[config.mk]
export PLATFORM = sky130hd
export DESIGN_NAME = tcs_top
export DESIGN_NICKNAME = d
export VERILOG_FILES = /design/src/logic/tcs_pkg.sv /design/src/logic/tcs_clk_div.sv /design/src/logic/tcs_top.sv
export SDC_FILE = /design/constraint.sdc
export NUM_CORES = 1
export LEC_CHECK = 0
export ABC_AREA = 1
export ABC_CLOCK_PERIOD_IN_PS = 2800
export BUFFER_PORTS_ARGS = -buffer_cell sky130_fd_sc_hd__clkbuf_2
export CORE_AREA = 10 10 134 148
export CTS_CLUSTER_SIZE = 10
export DETAILED_ROUTE_END_ITERATION = 10
export DIE_AREA = 0 0 144 158
export PLACE_DENSITY = 0.8
export SLEW_MARGIN = 10
export SYNTH_ARGS = -nofsm -noshare
export SYNTH_HDL_FRONTEND = slang
export SYNTH_SLANG_ARGS = --single-unit
[constraint.sdc]
create_clock -name aclk -period 2.8 [get_ports aclk]
set_input_delay 0.28 -clock aclk [delete_from_list [all_inputs] [get_ports aclk]]
set_output_delay 0.28 -clock aclk [all_outputs]
set_load 0.02 [all_outputs]
[src/logic/tcs_pkg.sv]
// Constants shared by the transmit clock and slot select block
package tcs_pkg;

  // ---------------------------------------------------------------
  // Bus layout
  // ---------------------------------------------------------------
  localparam int ADDR_W = 8;
  localparam int DATA_W = 32;
  localparam int STRB_W = 4;
  localparam logic [1:0] RESP_OKAY = 2'h0;
  localparam logic [1:0] RESP_SLVERR = 2'h2;

  // ---------------------------------------------------------------
  // Register offsets
  // ---------------------------------------------------------------
  localparam logic [ADDR_W-1:0] OFS_HF_CTL = 8'h00;
  localparam logic [ADDR_W-1:0] OFS_BIT_CTL = 8'h04;
  localparam logic [ADDR_W-1:0] OFS_SLOT_MASK = 8'h08;
  localparam logic [ADDR_W-1:0] OFS_FRAME_CFG = 8'h0c;
  localparam logic [ADDR_W-1:0] OFS_SLOT_STAT = 8'h10;

  // ---------------------------------------------------------------
  // High-frequency clock control fields
  // ---------------------------------------------------------------
  localparam int HF_SRC_BIT = 15;
  localparam int HF_INV_BIT = 14;
  localparam int HF_DIV_W = 12;
  localparam logic [DATA_W-1:0] HF_CTL_WMASK = 32'h0000_cfff;
  localparam logic [DATA_W-1:0] HF_CTL_RESET = 32'h0000_8000;

  // ---------------------------------------------------------------
  // Bit clock control fields
  // ---------------------------------------------------------------
  localparam int BIT_SRC_BIT = 5;
  localparam int BIT_DIV_W = 5;
  localparam logic [DATA_W-1:0] BIT_CTL_WMASK = 32'h0000_003f;
  localparam logic [DATA_W-1:0] BIT_CTL_RESET = 32'h0000_0000;

  // ---------------------------------------------------------------
  // Slot mask and frame
  // ---------------------------------------------------------------
  localparam logic [DATA_W-1:0] SLOT_MASK_RESET = 32'h0000_0000;
  localparam int SLOT_W = 9;
  localparam int SLOT_IDX_W = 5;
  localparam logic [SLOT_W-1:0] MAX_SLOTS = 9'h180;
  localparam logic [SLOT_W-1:0] FRAME_SLOTS_RESET = 9'h002;
  localparam int NSER = 4;

endpackage

[src/logic/tcs_clk_div.sv]
// Tick counting clock divider with near half duty output
`timescale 1ns/10ps
`default_nettype none
module tcs_clk_div #(
  parameter int W = 12
) (
  input wire logic aclk,
  input wire logic aresetn,
  input wire logic tick,
  input wire logic [W-1:0] div,
  output logic clk_out
);

  logic [W-1:0] cnt_r;
  logic [W-1:0] cnt_nxt;
  logic out_r;
  wire logic wrap = (cnt_r >= div);
  wire logic [W-1:0] half = {1'b0, div[W-1:1]};

  // Reload on terminal count
  assign cnt_nxt = !tick ? cnt_r : (wrap ? '0 : cnt_r + 1'b1);

  always_ff @(posedge aclk) begin
    if (!aresetn) begin
      cnt_r <= '0;
      out_r <= 1'b0;
    end else begin
      cnt_r <= cnt_nxt;
      out_r <= (cnt_nxt <= half);
    end
  end

  assign clk_out = out_r;
endmodule
`default_nettype wire

[src/logic/tcs_top.sv]
// Transmit high-frequency clock, bit clock and slot enable control
//
// Notes on behaviour
// - Source bit 15: 0 takes the hf clock pin, 1 the internal divider.
// - Polarity bit 14 inverts the hf clock before the bit clock divider.
// - Internal bit clock dividing by one passes the hf clock straight out.
// - Auxiliary clock divides by the 12-bit field plus one.
// - Hf control bits 31-16 and 13-12 read zero and ignore writes.
// - Slot counter covers frames of up to 384 slots.
// - Mask bit n governs every slot whose number modulo 32 is n.
// - Mask bit 0 makes the slot inactive; no serializer shifts.
// - Mask bit 1 lets configured serializers shift during the slot.
// - Bit clock divider divides the hf clock by 5-bit field plus one.
// - Bit source bit picks divider output when internal, else the pin.
//
// The AXI4-Lite slave port and the register offsets were decided locally.
`timescale 1ns/10ps
`default_nettype none
module tcs_top (
  input wire logic aclk,
  input wire logic aresetn,
  input wire logic [tcs_pkg::ADDR_W-1:0] s_axi_awaddr,
  input wire logic s_axi_awvalid,
  output logic s_axi_awready,
  input wire logic [tcs_pkg::DATA_W-1:0] s_axi_wdata,
  input wire logic [tcs_pkg::STRB_W-1:0] s_axi_wstrb,
  input wire logic s_axi_wvalid,
  output logic s_axi_wready,
  output logic [1:0] s_axi_bresp,
  output logic s_axi_bvalid,
  input wire logic s_axi_bready,
  input wire logic [tcs_pkg::ADDR_W-1:0] s_axi_araddr,
  input wire logic s_axi_arvalid,
  output logic s_axi_arready,
  output logic [tcs_pkg::DATA_W-1:0] s_axi_rdata,
  output logic [1:0] s_axi_rresp,
  output logic s_axi_rvalid,
  input wire logic s_axi_rready,
  input wire logic auxiliary_source_clock,
  input wire logic tx_high_freq_clock_in,
  output logic tx_high_freq_clock_out,
  output logic tx_high_freq_clock_oe,
  input wire logic tx_bit_clock_in,
  output logic tx_bit_clock_out,
  output logic tx_bit_clock_oe,
  input wire logic frame_start,
  input wire logic slot_advance,
  input wire logic [tcs_pkg::NSER-1:0] serializer_configuration,
  output logic [tcs_pkg::SLOT_W-1:0] tx_slot_num,
  output logic tx_slot_active,
  output logic [tcs_pkg::NSER-1:0] serializer_shift_en
);
  import tcs_pkg::*;

  // ---------------------------------------------------------------
  // Registers
  // ---------------------------------------------------------------
  logic [DATA_W-1:0] hf_ctl_r;
  logic [DATA_W-1:0] bit_ctl_r;
  logic [DATA_W-1:0] tx_slot_enable_mask_r;
  logic [SLOT_W-1:0] frame_slots_r;
  logic aw_full_r, w_full_r, bvalid_r, rvalid_r;
  logic [ADDR_W-1:0] aw_addr_r;
  logic [DATA_W-1:0] w_data_r, rdata_r;
  logic [STRB_W-1:0] w_strb_r;
  logic [1:0] bresp_r, rresp_r;
  logic rd_hf_r;

  // ---------------------------------------------------------------
  // Write channel
  // ---------------------------------------------------------------
  wire logic aw_take = s_axi_awvalid && s_axi_awready;
  wire logic w_take = s_axi_wvalid && s_axi_wready;
  wire logic do_wr = aw_full_r && w_full_r && !bvalid_r;
  wire logic wr_hf = do_wr && (aw_addr_r == OFS_HF_CTL);
  wire logic wr_bit = do_wr && (aw_addr_r == OFS_BIT_CTL);
  wire logic wr_mask = do_wr && (aw_addr_r == OFS_SLOT_MASK);
  wire logic wr_frame = do_wr && (aw_addr_r == OFS_FRAME_CFG);
  wire logic wr_hit = wr_hf || wr_bit || wr_mask || wr_frame ||
                      (aw_addr_r == OFS_SLOT_STAT);
  logic [DATA_W-1:0] strb_mask;

  genvar gi;
  generate
    for (gi = 0; gi < STRB_W; gi++) begin : g_strb
      assign strb_mask[gi*8 +: 8] = {8{w_strb_r[gi]}};
    end
  endgenerate

  function automatic logic [DATA_W-1:0] merge(input logic [DATA_W-1:0] old,
                                              input logic [DATA_W-1:0] nw,
                                              input logic [DATA_W-1:0] m,
                                              input logic [DATA_W-1:0] keep);
    merge = ((old & ~m) | (nw & m)) & keep;
  endfunction

  wire logic [DATA_W-1:0] hf_ctl_nxt = merge(hf_ctl_r, w_data_r, strb_mask, HF_CTL_WMASK);
  wire logic [DATA_W-1:0] bit_ctl_nxt = merge(bit_ctl_r, w_data_r, strb_mask, BIT_CTL_WMASK);
  wire logic [DATA_W-1:0] mask_nxt = merge(tx_slot_enable_mask_r, w_data_r, strb_mask, '1);
  wire logic [DATA_W-1:0] frame_raw = merge({{(DATA_W-SLOT_W){1'b0}}, frame_slots_r},
                                            w_data_r, strb_mask, '1);
  wire logic frame_big = (frame_raw > {{(DATA_W-SLOT_W){1'b0}}, MAX_SLOTS});
  wire logic [SLOT_W-1:0] frame_nxt = frame_big ? MAX_SLOTS : frame_raw[SLOT_W-1:0];

  assign s_axi_awready = !aw_full_r && !bvalid_r;
  assign s_axi_wready = !w_full_r && !bvalid_r;
  assign s_axi_bvalid = bvalid_r;
  assign s_axi_bresp = bresp_r;

  always_ff @(posedge aclk) begin
    if (!aresetn) begin
      aw_full_r <= 1'b0;
      w_full_r <= 1'b0;
      bvalid_r <= 1'b0;
      bresp_r <= RESP_OKAY;
      aw_addr_r <= '0;
      w_data_r <= '0;
      w_strb_r <= '0;
    end else begin
      if (aw_take) begin
        aw_full_r <= 1'b1;
        aw_addr_r <= s_axi_awaddr;
      end
      if (w_take) begin
        w_full_r <= 1'b1;
        w_data_r <= s_axi_wdata;
        w_strb_r <= s_axi_wstrb;
      end
      if (do_wr) begin
        aw_full_r <= 1'b0;
        w_full_r <= 1'b0;
        bvalid_r <= 1'b1;
        bresp_r <= wr_hit ? RESP_OKAY : RESP_SLVERR;
      end else if (bvalid_r && s_axi_bready) begin
        bvalid_r <= 1'b0;
      end
    end
  end

  always_ff @(posedge aclk) begin
    if (!aresetn) begin
      hf_ctl_r <= HF_CTL_RESET;
      bit_ctl_r <= BIT_CTL_RESET;
      tx_slot_enable_mask_r <= SLOT_MASK_RESET;
      frame_slots_r <= FRAME_SLOTS_RESET;
    end else begin
      if (wr_hf) hf_ctl_r <= hf_ctl_nxt;
      if (wr_bit) bit_ctl_r <= bit_ctl_nxt;
      if (wr_mask) tx_slot_enable_mask_r <= mask_nxt;
      if (wr_frame) frame_slots_r <= frame_nxt;
    end
  end

  // ---------------------------------------------------------------
  // Read channel
  // ---------------------------------------------------------------
  wire logic ar_take = s_axi_arvalid && s_axi_arready;
  wire logic [DATA_W-1:0] slot_stat = {{(DATA_W-SLOT_W){1'b0}}, tx_slot_num};
  wire logic [DATA_W-1:0] frame_word = {{(DATA_W-SLOT_W){1'b0}}, frame_slots_r};
  wire logic rd_hit = (s_axi_araddr == OFS_HF_CTL) || (s_axi_araddr == OFS_BIT_CTL) ||
                      (s_axi_araddr == OFS_SLOT_MASK) || (s_axi_araddr == OFS_FRAME_CFG) ||
                      (s_axi_araddr == OFS_SLOT_STAT);
  logic [DATA_W-1:0] rd_mux;

  assign rd_mux = (s_axi_araddr == OFS_HF_CTL) ? (hf_ctl_r & HF_CTL_WMASK) :
                  (s_axi_araddr == OFS_BIT_CTL) ? bit_ctl_r :
                  (s_axi_araddr == OFS_SLOT_MASK) ? tx_slot_enable_mask_r :
                  (s_axi_araddr == OFS_FRAME_CFG) ? frame_word :
                  (s_axi_araddr == OFS_SLOT_STAT) ? slot_stat : '0;

  assign s_axi_arready = !rvalid_r;
  assign s_axi_rvalid = rvalid_r;
  assign s_axi_rdata = rdata_r;
  assign s_axi_rresp = rresp_r;

  always_ff @(posedge aclk) begin
    if (!aresetn) begin
      rvalid_r <= 1'b0;
      rdata_r <= '0;
      rresp_r <= RESP_OKAY;
      rd_hf_r <= 1'b0;
    end else if (ar_take) begin
      rvalid_r <= 1'b1;
      rdata_r <= rd_mux;
      rresp_r <= rd_hit ? RESP_OKAY : RESP_SLVERR;
      rd_hf_r <= (s_axi_araddr == OFS_HF_CTL);
    end else if (rvalid_r && s_axi_rready) begin
      rvalid_r <= 1'b0;
    end
  end

  // ---------------------------------------------------------------
  // Pin synchronisers
  // ---------------------------------------------------------------
  logic aux_s1_r, aux_s2_r, aux_d_r;
  logic hf_ext_s1_r, hf_ext_s2_r, bit_ext_s1_r, bit_ext_s2_r;

  always_ff @(posedge aclk) begin
    if (!aresetn) begin
      {aux_s1_r, aux_s2_r, aux_d_r} <= '0;
      {hf_ext_s1_r, hf_ext_s2_r, bit_ext_s1_r, bit_ext_s2_r} <= '0;
    end else begin
      aux_s1_r <= auxiliary_source_clock;
      aux_s2_r <= aux_s1_r;
      aux_d_r <= aux_s2_r;
      hf_ext_s1_r <= tx_high_freq_clock_in;
      hf_ext_s2_r <= hf_ext_s1_r;
      bit_ext_s1_r <= tx_bit_clock_in;
      bit_ext_s2_r <= bit_ext_s1_r;
    end
  end

  // ---------------------------------------------------------------
  // High-frequency clock
  // ---------------------------------------------------------------
  wire logic [HF_DIV_W-1:0] hf_div = hf_ctl_r[HF_DIV_W-1:0];
  wire logic hf_src_int = hf_ctl_r[HF_SRC_BIT];
  wire logic aux_tick = aux_s2_r && !aux_d_r;
  logic hf_div_out, hf_out_r, hf_inv_d_r;

  tcs_clk_div #(.W(HF_DIV_W)) u_hf_div (
    .aclk(aclk),
    .aresetn(aresetn),
    .tick(aux_tick),
    .div(hf_div),
    .clk_out(hf_div_out)
  );

  wire logic hf_int = (hf_div == '0) ? aux_s2_r : hf_div_out;
  wire logic hf_level = hf_src_int ? hf_int : hf_ext_s2_r;
  wire logic hf_inv = hf_out_r ^ hf_ctl_r[HF_INV_BIT];
  wire logic bit_tick = hf_inv && !hf_inv_d_r;

  // ---------------------------------------------------------------
  // Bit clock
  // ---------------------------------------------------------------
  wire logic [BIT_DIV_W-1:0] bit_div = bit_ctl_r[BIT_DIV_W-1:0];
  wire logic bit_src_int = bit_ctl_r[BIT_SRC_BIT];
  logic bit_div_out, bit_out_r;

  tcs_clk_div #(.W(BIT_DIV_W)) u_bit_div (
    .aclk(aclk),
    .aresetn(aresetn),
    .tick(bit_tick),
    .div(bit_div),
    .clk_out(bit_div_out)
  );

  wire logic bit_int = (bit_div == '0) ? hf_out_r : bit_div_out;
  wire logic bit_level = bit_src_int ? bit_int : bit_ext_s2_r;

  always_ff @(posedge aclk) begin
    if (!aresetn) begin
      hf_out_r <= 1'b0;
      hf_inv_d_r <= 1'b0;
      bit_out_r <= 1'b0;
    end else begin
      hf_out_r <= hf_level;
      hf_inv_d_r <= hf_inv;
      bit_out_r <= bit_level;
    end
  end

  assign tx_high_freq_clock_out = hf_out_r;
  assign tx_high_freq_clock_oe = hf_src_int;
  assign tx_bit_clock_out = bit_out_r;
  assign tx_bit_clock_oe = bit_src_int;

  // ---------------------------------------------------------------
  // Slot counter and enable mask
  // ---------------------------------------------------------------
  logic [SLOT_W-1:0] slot_r;
  wire logic slot_last = ({1'b0, slot_r} + 1'b1 >= {1'b0, frame_slots_r});
  wire logic [SLOT_W-1:0] slot_nxt = frame_start ? '0 :
                                     !slot_advance ? slot_r :
                                     slot_last ? '0 : slot_r + 1'b1;
  wire logic [SLOT_IDX_W-1:0] slot_idx = slot_r[SLOT_IDX_W-1:0];
  wire logic slot_on = tx_slot_enable_mask_r[slot_idx];

  always_ff @(posedge aclk) begin
    if (!aresetn) slot_r <= '0;
    else slot_r <= slot_nxt;
  end

  assign tx_slot_num = slot_r;
  assign tx_slot_active = slot_on;
  assign serializer_shift_en = {NSER{slot_on}} & serializer_configuration;
endmodule
`default_nettype wire

==> flow_summary.yaml, run 1 <==
critical_path:
  cp_slowest_cell: "dfxtp_1"
  path_class: "reg2reg"
  worstSetupEndpointType: "flip-flop"
  cp-start-kind: "flip-flop"
  slowest_delay_ns: 0.32
  cp.required_ns: 3.16
  cp_top_family: "simple AND/OR/NAND/NOR gates"
  crit_fanout: 5
  r2r_cells: 20
  cp_cell_sequence: "inv_1 -> ha_4 -> nand4_1 -> a21oi_2 -> nor2_4 -> a21oi_4 -> buf_4 -> nor2_1 -> ha_1 -> a21oi_2 -> nor2_1 -> nor2_1 -> nand2_1 -> nand2_1 -> nand2_1 -> nand2_1 -> nand2_1 -> nand2_1 -> nand2_1 -> nor2_1"
  worst-path-stages: 20
  arrival_ns: 3.11
  worst_path_most_repeated_cell: "nand2_1"
  cp_num_buf_inv: 2
drt:
  drt-total-wl_um: 25000
  drc: 0
  vias: 8550
  post_drt_wl_per_cell_um: 16.1
  firstDrtPassIters: 5
  routed_via_density: 5.50
  drt_iter0_drc: 810
  drtAntennaViolNets: 0
clocking:
  holdBufCountCts: 0
  cts-buffers-inserted: 17
  clk_pin_slew_worst_paths_ns: 0.06
  cts_num_sinks: 181
  clockBufferDepth: 2
  cts_tree: "yes"
  root_buffer: "clkbuf_16"
  htree_levels: 4
  insertion_delay_ns: 0.44
floorplan:
  rows: 50
  die_w_um: 144
  core_um2: 16800
  start_util_pct: 52.7
  dieHeight_um: 158
  ioPinCount: 127
  dieArea_um2: 22800
power:
  ir_worst_vdd_v: 0.000492
  p_leak_nw: 4.58
  p_per_area_nw_per_um2: 554
sta:
  fin_crit_sh_pct: 98.2
  setup_viol: 0
  slew_headroom_pct: 50.5
  fin_ws_ns: 0.0506
  fin_skew_ns: 0.0105
  worst_slew_pin_slew_ns: 0.741
  tns_ns: 0
  finalHoldViolCount: 0
  whs_ns: 0.0292
  final.min_clock_period_ns: 2.75
  max_freq_ghz: 0.364
  finalMaxSlewViolations: 0
synthesis:
  syn_area_um2: 8880
  ys_seq_area_share_pct: 40.8
  yosysWarningCount: 0
  syn_inst: 1224
  synth.area.top_cells: "dfxtp_1, a21oi_1, o21ai_0, nand2_1, inv_1"
  avgSynthCellArea_um2: 7.25
  synth_cell_types: 40
  synth_top_area_cell: "dfxtp_1"
  synth_top_area_share_pct: 40.8
  synth-seq-cells: 181
min_path:
  hold_path.class: "in2reg"
  min_path_cells: 3
finish:
  most-common-layout-cells: "dfxtp_1, nand2_1, a21oi_1, inv_1, o21ai_0"
  syn2layout_area_growth_pct: 16.7
  fin_cells: 1554
  final_net_count: 1446
  fillers: 1519
  drive_gt1_share_pct: 16.0
  final_common_cell: "dfxtp_1"
  antenna-diode-count: 0
global_routing:
  track_usage_pct: 21.5
  grt_pass1_wl_um: 39500
  globalRoute.totalOverflow: 0
  grt_pass1_vias: 7828
  grt_max_degree: 117
  antenna_found_initial: 0
place:
  dp_hpwl_um: 18100
  dp.cells: 1517
  place.gp.congestion: 0.924
  portBuffers: 124
  pre_cts_ws_ns: 0.156
run:
  cap_violations: 0
status:
  status: "finished clean"
worst reg2reg max path, delay by kind of cell (launching register included):
kind	cells	cell delay, ns
flip-flops	1	0.32
adder cells (fa/ha/maj)	2	0.61
AND/OR/NAND/NOR	13	0.93
buffers and inverters	2	0.26
AO/OA/AOI/OAI	3	0.57
cells by family (layout without fill, tap and decap cells):
family          Yosys count  in the layout  synth area share, %
flops                   181            181                 40.8
other cells               1              2               0.0422
simple gates            409            409                 20.2
fa+ha+maj                44             44                 6.20
compound gates          356            356                 21.6
buf+inv                 218            339                 9.63
xor+xnor                 15             15                 1.48
timing repair:
item / 4_1_cts / 5_1_grt
buffers inserted: 0 / 5
setup endpoints to repair: 0 / 6
gates resized for setup: 0 / 20
layout make-up:
type                            count  area (um2)  share of cell area, %
Multi-Input combinational cell    826        4470                   43.1
Sequential cell                   181        3630                   35.0
Timing Repair Buffer              147         826                   7.97
Inverter                          160         606                   5.85
Clock buffer                       18         429                   4.14
Tap cell                          208         260                   2.51
Clock inverter                     13         134                   1.29
Timing Repair inverter              1        7.51                 0.0725
final timing paths:
check	startpoint	endpoint	slack (ns)
worst min-delay path	tx_bit_clock_in	bit_ext_s1_r	0.03
worst max register to register	flip-flop	u_hf_div.clk_out	0.05
worst max-delay path	flip-flop	u_hf_div.clk_out	0.05
worst min register to register	hf_ext_s1_r	hf_ext_s2_r	0.41
through the flow:
step	util (%)	power, mW	instance area (um2)
6_report	61.5	5.74	10400
5_1_grt	61.5	5.93	10400
4_1_cts	60.8	5.73	10200
3_5_place_dp	57.5	3.44	9670
3_3_place_gp	57.5	3.43	9670
2_1_floorplan	-	3.22	8880
Yosys cell counts, drive strengths merged:
cell type    n
dfxtp      181
nand2      166
a21oi      159
inv        158
o21ai      145
nor2       138
nand3       60
ha          44
clkbuf      38
nor3        26
a211oi      23
buf         20
nand4       16
xor2        13
o211ai      11
o221ai       5
a21o         4
o22ai        4
clkinv       2
o31ai        2
or2          2
xnor2        2
a21boi       1
a31oi        1
and3         1
conb         1
o21a         1
where the power goes:
| part | leakage (nW) | total [mW] | internal, mW | switching [mW] |
|---|---|---|---|---|
| sequential | 1.48 | 2.79 | 2.68 | 0.101 |
| clock | 0.272 | 2.33 | 1.30 | 1.03 |
| combinational | 2.83 | 0.621 | 0.210 | 0.411 |
| total | 4.58 | 5.74 | 4.20 | 1.54 |
layer usage:
| layer | share of wire, % | wire length, um | global-route usage (%) |
|---|---|---|---|
| met1 | 43 | 10800 | 27.1 |
| met2 | 47 | 11800 | 34.5 |
| met3 | 8.0 | 2000 | 5.78 |
| met4 | 1.7 | 435 | 7.30 |
| met5 | 0 | 0 | 0 |
(Power assumes the default switching activity.)
==> run 2: changes to the inputs <==
Settings changed: RECOVER_POWER set to 25.
==> run 2 against run 1 <==
The flow now finishes with violations (capacitance limit, slew limit). Combinational power is 2% lower. Non-clock buffer count is the same. Wire length grew 0.21%. Critical path depth unchanged. First-iteration DRC count increased by 0.62%. Utilization decreased by 0.42 points. Worst hold slack improved by 0.0023 ns. Highest routed layer unchanged.
==> flow_summary.yaml, run 2 (same netlist as run 1, synthesis figures left out) <==
status:
  status: "finished, violations left"
  violations: "capacitance limit, slew limit"
sta:
  finalMaxSlewViolations: 48
  slew_headroom_pct: -58.0
  finalHoldViolCount: 0
  setup_viol: 0
  worst_slew_pin_slew_ns: 2.37
  tns_ns: 0
  fin_crit_sh_pct: 97.8
  max_freq_ghz: 0.365
  fin_ws_ns: 0.0607
  final.min_clock_period_ns: 2.74
  fin_skew_ns: 0.0114
clocking:
  root_buffer: "clkbuf_16"
  clockBufferDepth: 2
  cts-buffers-inserted: 17
  holdBufCountCts: 0
  clk_pin_slew_worst_paths_ns: 0.06
  cts_num_sinks: 181
  htree_levels: 4
  cts_tree: "yes"
  insertion_delay_ns: 0.44
finish:
  final_common_cell: "dfxtp_1"
  drive_gt1_share_pct: 12.7
  utilization_pct: 61.1
  antenna-diode-count: 0
  most-common-layout-cells: "dfxtp_1, nand2_1, a21oi_1, inv_1, o21ai_0"
  syn2layout_area_growth_pct: 15.9
  final_net_count: 1446
drt:
  vias: 8582
  drt-total-wl_um: 25100
  routed_via_density: 5.52
  firstDrtPassIters: 5
  drc: 0
  post_drt_wl_per_cell_um: 16.1
  drt_iter0_drc: 815
  drtAntennaViolNets: 0
floorplan:
  core_um2: 16800
  die_w_um: 144
  dieArea_um2: 22800
  dieHeight_um: 158
  rows: 50
  start_util_pct: 52.7
  ioPinCount: 127
place:
  pre_cts_ws_ns: 0.156
  portBuffers: 124
  dp_hpwl_um: 18100
  place.gp.congestion: 0.924
global_routing:
  globalRoute.totalOverflow: 0
  grt_pass1_wl_um: 39500
  grt_pass1_vias: 7828
  track_usage_pct: 21.5
  grt_max_degree: 117
  antenna_found_initial: 0
run:
  cap_violations: 1
min_path:
  hold_path.class: "in2reg"
critical_path:
  path_class: "reg2reg"
  worstSetupEndpointType: "flip-flop"
  cp.required_ns: 3.16
  cp-start-kind: "flip-flop"
  crit_fanout: 5
  arrival_ns: 3.10
power:
  p_per_area_nw_per_um2: 556
  ir_worst_vdd_v: 0.000488
  p_leak_nw: 4.43
  total_power_mw: 5.72
-- run 2: critical path, stage by stage (launching register included) --
cell and delay [ns]:
dfxtp_1 0.32, inv_1 0.11, ha_4 0.30, nand4_1 0.17, a21oi_2 0.21, nor2_4 0.06, a21oi_4 0.21, buf_4 0.15
nor2_1 0.04, ha_1 0.31, a21oi_2 0.15, nor2_1 0.05, nor2_1 0.08, nand2_1 0.06, nand2_1 0.05, nand2_1 0.05
nand2_1 0.07, nand2_1 0.06, nand2_1 0.06, nand2_1 0.06, nor2_1 0.12
-- run 2: layer usage --
layer	GRT usage, %	vias up	routed length (um)
li1	-	4297	-
met1	27.1	3913	10900
met2	34.5	332	11700
met3	5.78	40	1990
met4	7.30	0	520
met5	0	-	0
-- run 2: metrics by stage --
step / hold slack (ns) / cells / area (um2)
3_3_place_gp: 0.407 / 1517 / 9670
6_report: 0.0315 / 1554 / 10300
3_5_place_dp: 0.402 / 1517 / 9670
4_1_cts: 0.0206 / 1548 / 10200
5_1_grt: 0.0505 / 1554 / 10300
2_1_floorplan: 0.378 / 1225 / 8880
-- run 2: cell type report --
type	instances	area [um2]
clock buffers	18	429
clock inverters	13	134
multi-input cells	826	4460
repair inverters	1	7.51
flip-flops and latches	181	3630
repair buffers	147	757
fillers	1543	6540
well taps	208	260
inverters	160	606
-- run 2: path summary, 6_finish.rpt --
check                     end  cells past startpoint            start  slack (ns)
max          u_hf_div.clk_out                     20        flip-flop        0.06
min              bit_ext_s1_r                      3  tx_bit_clock_in        0.03
max reg2reg  u_hf_div.clk_out                     20        flip-flop        0.06
min reg2reg       hf_ext_s2_r                      2      hf_ext_s1_r        0.41
-- run 2: power breakdown --
group          switching (mW)  internal, mW  leakage (nW)
clock                    1.02          1.30         0.272
sequential              0.101          2.68          1.48
combinational           0.410         0.198          2.68
total                    1.53          4.19          4.43
-- run 2: timing repair --
item,4_1_cts,5_1_grt
setup buffers,0,5
resized for setup,0,20
setup endpoints to repair,0,6
